## src/hbc_defs.svh

```systemverilog
`ifndef HBC_DEFS_SVH
`define HBC_DEFS_SVH

// Object dictionary indexes reached through the configuration write port
`define HBC_IDX_CONSUMER     16'h1016
`define HBC_IDX_PRODUCER     16'h1017
`define HBC_IDX_GUARD_TIME   16'h100C
`define HBC_IDX_LIFE_FACTOR  16'h100D

// Consumer entry layout
`define HBC_CONS_COUNT       8'h04
`define HBC_CONS_NODE_MSB    23
`define HBC_CONS_NODE_LSB    16
`define HBC_CONS_TIME_MSB    15
`define HBC_CONS_TIME_LSB    0

// Reset values
`define HBC_CONS_RESET       32'h0000_0000
`define HBC_PROD_RESET       8'h00

// Heartbeat frame
`define HBC_HB_COB_BASE      11'h700

// Node state codes carried in the heartbeat byte
`define HBC_ST_STOPPED       7'h04
`define HBC_ST_OPERATIONAL   7'h05
`define HBC_ST_PREOP         7'h7F

// Least accepted heartbeat time, in ms
`define HBC_MIN_TIME_MS      16'h0002

// Tick timing
`define HBC_CLK_MHZ          100
`define HBC_TICK_US          1000
`define HBC_TICK_CYCLES      (`HBC_TICK_US * `HBC_CLK_MHZ)

`endif

```

## src/hbc_pkg.sv

```systemverilog
package hbc_pkg;

	// Configuration write from the SDO side
	typedef struct packed {
		logic        valid;
		logic [15:0] index;
		logic [7:0]  sub;
		logic [31:0] data;
	} hbc_cfg_t;

	// Heartbeat frame received from the bus
	typedef struct packed {
		logic       valid;
		logic [6:0] node;
	} hbc_rx_t;

	// Heartbeat frame to transmit
	typedef struct packed {
		logic        valid;
		logic [10:0] cob_id;
		logic [7:0]  data;
	} hbc_tx_t;

	// Network state as seen by this block
	typedef enum logic [1:0] {
		HBC_NMT_PREOP   = 2'b00,
		HBC_NMT_OPER    = 2'b01,
		HBC_NMT_STOPPED = 2'b10
	} hbc_nmt_t;

	// Consumer slot state
	typedef enum logic [1:0] {
		HBC_CS_OFF   = 2'b00,
		HBC_CS_WAIT  = 2'b01,
		HBC_CS_RUN   = 2'b10,
		HBC_CS_FAULT = 2'b11
	} hbc_cs_t;

endpackage

```

## src/hbc_ms_tick.sv

```systemverilog
`timescale 1ns/1ps
`include "hbc_defs.svh"

// Divides the system clock down to a one-cycle pulse every millisecond
module hbc_ms_tick
	import hbc_pkg::*;
#(
	parameter int TICK_CYCLES = `HBC_TICK_CYCLES
)
(
	input  wire logic clk,
	input  wire logic rst,
	output logic      tick
);

	logic [23:0] cnt_reg;    // Cycles since last tick

	// Free-running divider; tick is registered
	always_ff @(posedge clk)
	begin
		if (rst)
		begin
			cnt_reg <= 24'h000000;
			tick    <= 1'b0;
		end
		else if (cnt_reg == 24'(TICK_CYCLES - 1))
		begin
			cnt_reg <= 24'h000000;
			tick    <= 1'b1;
		end
		else
		begin
			cnt_reg <= cnt_reg + 24'h000001;
			tick    <= 1'b0;
		end
	end

endmodule

```

## src/hbc_heartbeat.sv

```systemverilog
`timescale 1ns/1ps
`include "hbc_defs.svh"

// How it works
// - Four heartbeat consumer slots monitored
// - Entry: reserved, node id, ms timeout
// - Zero timeout leaves consumer disabled
// - Timing starts at first producer heartbeat
// - Timeout forces preop and raises error
// - Nonzero producer time sends periodic heartbeat
// - Frame 700h plus node, bit7 zero
// - Zero time disables that heartbeat function
// - Active in stopped, preop and operational
// - Nonzero times below 2 ms are refused
// - Heartbeat and guarding never both enabled
// - Re-enabling service clears error indication
// - Objects reset to defaults on reset
// - Producer and consumer run independently
// - States: stopped 4, operational 5, preop 127
module hbc_heartbeat
	import hbc_pkg::*;
#(
	parameter int            NUM_CONS    = 4,
	parameter int            TICK_CYCLES = `HBC_TICK_CYCLES,
	parameter logic [6:0]    NODE_ID     = 7'h01
)
(
	input  wire logic        MCLK,
	input  wire logic        SYS_RST,
	input  wire hbc_cfg_t    CFG_WR,
	input  wire hbc_rx_t     HB_RX,
	input  wire hbc_nmt_t    NMT_STATE,
	input  wire logic        TX_READY,
	output hbc_tx_t          HB_TX,
	output logic             CFG_ACK,
	output logic             CFG_NAK,
	output logic [31:0]      CFG_RDATA,
	output logic             FORCE_PREOP,
	output logic             COMM_ERROR,
	output logic [3:0]       CONS_FAULT
);

	////////////////////////////////////////////////////////////////////////
	// Helpers

	// Node state code for the heartbeat byte
	function automatic logic [6:0] state_code(input hbc_nmt_t s);
		case (s)
			HBC_NMT_STOPPED: state_code = `HBC_ST_STOPPED;
			HBC_NMT_OPER:    state_code = `HBC_ST_OPERATIONAL;
			default:         state_code = `HBC_ST_PREOP;
		endcase
	endfunction

	// A time is acceptable if zero (disable) or at least the floor
	function automatic logic time_ok(input logic [15:0] t);
		time_ok = (t == 16'h0000) || (t >= `HBC_MIN_TIME_MS);
	endfunction

	////////////////////////////////////////////////////////////////////////
	// Storage and tick

	logic [31:0]    cons_reg  [NUM_CONS];  // Consumer entries
	logic [7:0]     prod_reg;              // Producer time in ms
	logic           guard_on_reg;          // Node guarding enabled elsewhere
	hbc_cs_t        cs_reg    [NUM_CONS];  // Consumer slot state
	logic [15:0]    ccnt_reg  [NUM_CONS];  // Consumer ms counters
	logic [7:0]     pcnt_reg;              // Producer ms counter
	logic           tx_pend_reg;           // Heartbeat awaiting the CAN side
	logic           tick;                  // One-cycle millisecond pulse

	hbc_ms_tick #(
		.TICK_CYCLES (TICK_CYCLES)
	) u_tick (
		.clk  (MCLK),
		.rst  (SYS_RST),
		.tick (tick)
	);

	////////////////////////////////////////////////////////////////////////
	// Configuration decode

	logic           wr_cons;     // Valid write to a consumer subindex
	logic           wr_prod;     // Valid write to producer time
	logic           wr_guard;    // Write to a guarding object
	logic [1:0]     wr_slot;     // Target slot of a consumer write
	logic           wr_bad;      // Refused write

	// Sub-index 0 of 1016h is read-only; 1..4 select a slot
	always_comb
	begin
		wr_slot  = 2'(CFG_WR.sub - 8'h01);
		wr_cons  = 1'b0;
		wr_prod  = 1'b0;
		wr_guard = 1'b0;
		wr_bad   = 1'b0;
		if (CFG_WR.valid)
		begin
			case (CFG_WR.index)
				`HBC_IDX_CONSUMER:
				begin
					if (CFG_WR.sub >= 8'h01 && CFG_WR.sub <= `HBC_CONS_COUNT
						&& time_ok(CFG_WR.data[`HBC_CONS_TIME_MSB:`HBC_CONS_TIME_LSB]))
						wr_cons = 1'b1;
					else
						wr_bad = 1'b1;
				end
				`HBC_IDX_PRODUCER:
				begin
					if (CFG_WR.sub == 8'h00 && time_ok({8'h00, CFG_WR.data[7:0]}))
						wr_prod = 1'b1;
					else
						wr_bad = 1'b1;
				end
				`HBC_IDX_GUARD_TIME, `HBC_IDX_LIFE_FACTOR:
					wr_guard = 1'b1;
				default:
					wr_bad = 1'b1;
			endcase
		end
	end

	logic hb_any;      // Heartbeat in use before or after this write
	logic cfg_conflict; // Write would enable both services

	always_comb
	begin
		hb_any = (prod_reg != 8'h00) || (wr_prod && CFG_WR.data[7:0] != 8'h00);
		for (int i = 0; i < NUM_CONS; i++)
			if (cons_reg[i][15:0] != 16'h0000)
				hb_any = 1'b1;
		if (wr_cons && CFG_WR.data[15:0] != 16'h0000)
			hb_any = 1'b1;
		cfg_conflict = (wr_guard && CFG_WR.data != 32'h0 && hb_any)
			|| (guard_on_reg && ((wr_cons && CFG_WR.data[15:0] != 16'h0000)
			|| (wr_prod && CFG_WR.data[7:0] != 8'h00)));
	end

	////////////////////////////////////////////////////////////////////////
	// Object storage

	// values return to defaults on SYS_RST
	always_ff @(posedge MCLK)
	begin
		if (SYS_RST)
		begin
			for (int i = 0; i < NUM_CONS; i++)
				cons_reg[i] <= `HBC_CONS_RESET;
			prod_reg     <= `HBC_PROD_RESET;
			guard_on_reg <= 1'b0;
		end
		else if (!cfg_conflict)
		begin
			if (wr_cons)
				cons_reg[wr_slot] <= {8'h00, CFG_WR.data[23:0]};
			if (wr_prod)
				prod_reg <= CFG_WR.data[7:0];
			if (wr_guard)
				guard_on_reg <= (CFG_WR.data != 32'h0);
		end
	end

	// Acknowledge and read-back of the written object's value from before the write
	always_ff @(posedge MCLK)
	begin
		if (SYS_RST)
		begin
			CFG_ACK   <= 1'b0;
			CFG_NAK   <= 1'b0;
			CFG_RDATA <= 32'h0000_0000;
		end
		else
		begin
			CFG_ACK   <= CFG_WR.valid && !wr_bad && !cfg_conflict;
			CFG_NAK   <= CFG_WR.valid && (wr_bad || cfg_conflict);
			if (CFG_WR.valid && CFG_WR.index == `HBC_IDX_CONSUMER && CFG_WR.sub == 8'h00)
				CFG_RDATA <= {24'h000000, `HBC_CONS_COUNT};
			else if (wr_cons)
				CFG_RDATA <= cons_reg[wr_slot];
			else if (wr_prod)
				CFG_RDATA <= {24'h000000, prod_reg};
		end
	end

	////////////////////////////////////////////////////////////////////////
	// Consumers

	// one engine per slot; no NMT state gates it
	always_ff @(posedge MCLK)
	begin
		if (SYS_RST)
		begin
			for (int i = 0; i < NUM_CONS; i++)
			begin
				cs_reg[i]   <= HBC_CS_OFF;
				ccnt_reg[i] <= 16'h0000;
			end
		end
		else
		begin
			for (int i = 0; i < NUM_CONS; i++)
			begin
				if (wr_cons && !cfg_conflict && wr_slot == 2'(i))
				begin
					// zero time disables, wait for first frame
					cs_reg[i]   <= (CFG_WR.data[15:0] == 16'h0000) ? HBC_CS_OFF : HBC_CS_WAIT;
					ccnt_reg[i] <= 16'h0000;
				end
				else
				begin
					case (cs_reg[i])
						HBC_CS_OFF: ;
						HBC_CS_WAIT:
						begin
							if (HB_RX.valid && HB_RX.node == cons_reg[i][22:16])
							begin
								cs_reg[i]   <= HBC_CS_RUN;
								ccnt_reg[i] <= 16'h0000;
							end
						end
						HBC_CS_RUN:
						begin
							if (HB_RX.valid && HB_RX.node == cons_reg[i][22:16])
								ccnt_reg[i] <= 16'h0000;
							else if (tick)
							begin
								if (ccnt_reg[i] + 16'h0001 >= cons_reg[i][15:0])
									cs_reg[i] <= HBC_CS_FAULT;
								ccnt_reg[i] <= ccnt_reg[i] + 16'h0001;
							end
						end
						HBC_CS_FAULT: ;
						default:
							cs_reg[i] <= HBC_CS_OFF;
					endcase
				end
			end
		end
	end

	// Error indication and preop request
	always_ff @(posedge MCLK)
	begin
		if (SYS_RST)
		begin
			COMM_ERROR  <= 1'b0;
			FORCE_PREOP <= 1'b0;
			CONS_FAULT  <= 4'h0;
		end
		else
		begin
			FORCE_PREOP <= 1'b0;
			for (int i = 0; i < NUM_CONS; i++)
			begin
				CONS_FAULT[i] <= (cs_reg[i] == HBC_CS_FAULT);
				if (cs_reg[i] == HBC_CS_RUN && tick && !(HB_RX.valid
					&& HB_RX.node == cons_reg[i][22:16])
					&& ccnt_reg[i] + 16'h0001 >= cons_reg[i][15:0])
					FORCE_PREOP <= 1'b1;
			end
			if (FORCE_PREOP)
				COMM_ERROR <= 1'b1;
			else if ((wr_cons || wr_prod) && !cfg_conflict)
				COMM_ERROR <= 1'b0;
		end
	end

	////////////////////////////////////////////////////////////////////////
	// Producer

	always_ff @(posedge MCLK)
	begin
		if (SYS_RST)
		begin
			pcnt_reg    <= 8'h00;
			tx_pend_reg <= 1'b0;
			HB_TX       <= '0;
		end
		else
		begin
			HB_TX.valid <= 1'b0;
			if (prod_reg == 8'h00 || (wr_prod && !cfg_conflict))
				pcnt_reg <= 8'h00;
			else if (tick)
			begin
				if (pcnt_reg + 8'h01 >= prod_reg)
				begin
					pcnt_reg    <= 8'h00;
					tx_pend_reg <= 1'b1;
				end
				else
					pcnt_reg <= pcnt_reg + 8'h01;
			end
			if (tx_pend_reg && TX_READY && !HB_TX.valid)
			begin
				// frame 700h+node, bit7 zero; state code
				HB_TX.valid  <= 1'b1;
				HB_TX.cob_id <= `HBC_HB_COB_BASE + {4'h0, NODE_ID};
				HB_TX.data   <= {1'b0, state_code(NMT_STATE)};
				tx_pend_reg  <= 1'b0;
			end
		end
	end

endmodule

```

## config.mk

```make
export PLATFORM = sky130hd
export DESIGN_NAME = hbc_heartbeat
export DESIGN_NICKNAME = d
export VERILOG_FILES = /design/src/hbc_pkg.sv /design/src/hbc_ms_tick.sv /design/src/hbc_heartbeat.sv
export VERILOG_INCLUDE_DIRS = /design/src /design/src/src
export SDC_FILE = /design/constraint.sdc
export NUM_CORES = 1
export LEC_CHECK = 0
export ABC_AREA = 1
export BUFFER_PORTS_ARGS = -buffer_cell sky130_fd_sc_hd__buf_2
export CAP_MARGIN = 20
export CORE_MARGIN = 5
export CORE_UTILIZATION = 55
export CTS_CLUSTER_SIZE = 8
export DETAILED_ROUTE_END_ITERATION = 10
export GPL_ROUTABILITY_DRIVEN = 0
export GPL_TIMING_DRIVEN = 1
export PLACE_DENSITY_LB_ADDON = 0.25
export SYNTH_ARGS = -nofsm -noshare
export SYNTH_HDL_FRONTEND = slang
export SYNTH_SLANG_ARGS = --single-unit
```

## constraint.sdc

```tcl
create_clock -name MCLK -period 4.73 [get_ports MCLK]
set_input_delay 0.946 -clock MCLK [delete_from_list [all_inputs] [get_ports MCLK]]
set_output_delay 0.946 -clock MCLK [all_outputs]
set_load 0.05 [all_outputs]
```

==> results.toml <==
[run_status]
status = "finished, final reports clean"

[clocking]
ctsHoldBuffers = 0
post_cts.repair.setup_buffers = 0
cts_max_path_buffers = 3
htreeDepth = 2
clkTransAtPathRegs_ns = 0.05
clock_sinks = 247
cts_resized = 0
clockRootBuffer = "clkbuf_16"
cts_tree = "yes"
clk_latency_ns = 0.52
cts_buffers = 36

[yosys]
syn_inst = 1745
synth_area_sq_um = 14660
synth-seq-cells = 247
synth_edf_count = 168
yosysWarnings = 0
synth_most_common_cell = "nor2_1"
synthFlopType = "edfxtp_1"
yosysTopAreaCell = "edfxtp_1"
synth_common_cells = "nor2_1 (289), inv_1 (283), nand2_1 (220), edfxtp_1 (168), a21oi_1 (115)"
synth_top_area_share = 0.3442
ys_types = 53
syn_area_per_cell_sq_um = 8.399
synth-async-reset-ratio = 0
synthTopCellsByArea = "edfxtp_1 (34%), dfxtp_1 (11%), nor2_1 (7.4%)"
ys_seq_area_frac = 0.4521

[cells_and_area]
area_delta_synth_final_pct = 12.15
fin_util = 0.6290
largest_reg_flops = 96
final_layout_size_suffix_gt1_frac = 0.1239
diodes = 0
layout.nets = 2007

[worst_hold_path]
hold_class = "reg2reg"
hold_depth = 1
min-delay-start = "u_tick.cnt_reg[0]"
hold_path_end = "u_tick.cnt_reg[0]"

[sta]
slew_headroom = 0.3525
worst_pin_slew_ns = 0.9689
rsz0062_at_grt = "false"
fin_crit_sh = 0.8032
hold_violations = 0
fmax_mhz = 263.2
hold_slack_ns = 0.4426
setup_tns_ns = 0
fin_crit_ns = 3.799
setup_viol = 0
skew_ns = 0.02350
slew_violations = 0

[setup_path]
critPathLaunchType = "input port"
worst_setup_path_end_kind = "flip-flop"
cp.depth = 13
critPathMaxStageDelay_ns = 0.67
cp.arrival_ns = 3.81
path_buf_inv = 1
rr_worst_depth = 19
critical-path-top-delay-family = "simple AND/OR/NAND/NOR gates"
worstReg2RegStart = "ccnt_reg[0][0]"
cp.required_ns = 4.74
critical_path_class = "in2reg"
slowest_stage = "nand3_1"
cp_max_fo = 20
r2r_slack_ns = 1.03
crit_start = "CFG_WR[13]"
cp_cell_sequence = "buf_2, nor2_1, nand2_1, nor2_1, nand3_1, nand2_2, nor2_8, nor2_4, nor2_4, nand2_4, nand4_2, nand3_2, nand3_1"
reg2reg_to = "cs_reg[0][1]"

[grt]
grt.overflow.total = 0
grt_pass1_vias = 11930
grt_max_degree = 60
grt_usage = 0.2442
antenna_found_initial = 0
grt_first_pass_wirelength_mm = 60.10

[routing]
dr.pass1.iters = 7
ant_nets = 0
drt_iter0_markers = 1047
avgRoutedWirePerCell_um = 16.97
routed_via_density = 5.527
drc_errors = 0
wirelength_mm = 37.58
vias = 12240

[place]
port-buffer-count = 113
hpwl_mm = 27.84

[power_and_ir_drop]
ir_drop_v = 0.0002721
cellLeakagePower_uw = 0.007353
total_power_uw = 5317
p_per_area_nw_per_um2 = 323.5

[floorplan]
rows = 59
start_util = 0.5609
die_x_um = 173.2
coreArea_sq_um = 26130
die_y_um = 173.2
ios = 130
die_area_sq_um = 30010

[run]
drv_cap = 0
-- layout make-up --
class	count	area, sq um
well taps	335	419.2
flip-flops and latches	247	6626
clock buffers	63	1045
repair buffers	123	653.1
inverters	291	1092
multi-input cells	1155	6585
clock inverters	1	16.27
fillers	2290	9696
-- where the power goes --
group	internal (uW)	leakage [uW]	switching, uW
Sequential	2380	0.00228	46.1
Combinational	139	0.00457	335
Clock	1490	0.000505	933
Total	4000	0.00735	1310
-- stage by stage --
| step | setup WS, ns | cells | instance area [sq um] |
|---|---|---|---|
| global route | 0.7155 | 2215 | 16440 |
| floorplan | 0.08560 | 1760 | 14710 |
| global placement | 0.5254 | 2151 | 15380 |
| CTS | 0.9528 | 2215 | 16440 |
| detailed placement | 0.4295 | 2151 | 15380 |
| finish | 0.9308 | 2215 | 16440 |
-- layer usage --
layer	GRT usage	up-vias	wire, um
met2	0.4067	514	17350
li1	-	5959	-
met3	0.03381	94	2729
met1	0.3281	5675	16170
met5	0	-	0
met4	0.08879	0	1327
-- worst max path at each step --
stage,endpoint
floorplan,cons_reg[3][0]
global placement,ccnt_reg[3][14]
detailed placement,ccnt_reg[3][15]
CTS,ccnt_reg[3][7]
global route,ccnt_reg[3][7]
finish,ccnt_reg[3][7]
-- cell families (layout without fill, tap and decap cells) --
kind of cell,Yosys count,after routing,synth area share
and+or+nand+nor,737,737,0.2395
buffers and inverters,358,478,0.1034
AOI/OAI and AO/OA,258,258,0.09740
DFF,247,247,0.4521
adders and majority gates,83,83,0.07086
xor gates and xnor gates,61,61,0.03645
other,1,16,0.0002559
-- cells in the final DEF (no fill, tap or decap), types with 11 or more instances in the layout --
cell type,count
nand3_1,64
nor4_1,21
clkbuf_16,38
inv_1,283
nor2_4,24
ha_1,83
nand4_1,38
xnor2_1,11
clkbuf_1,25
a21oi_1,115
xor2_1,50
buf_2,113
o21a_1,12
dfxtp_1,79
o21ai_0,90
nor2_1,289
nor3_1,28
nand2_1,220
edfxtp_1,168
conb_1,16
Note: power is estimated with default switching activity, not from simulation.
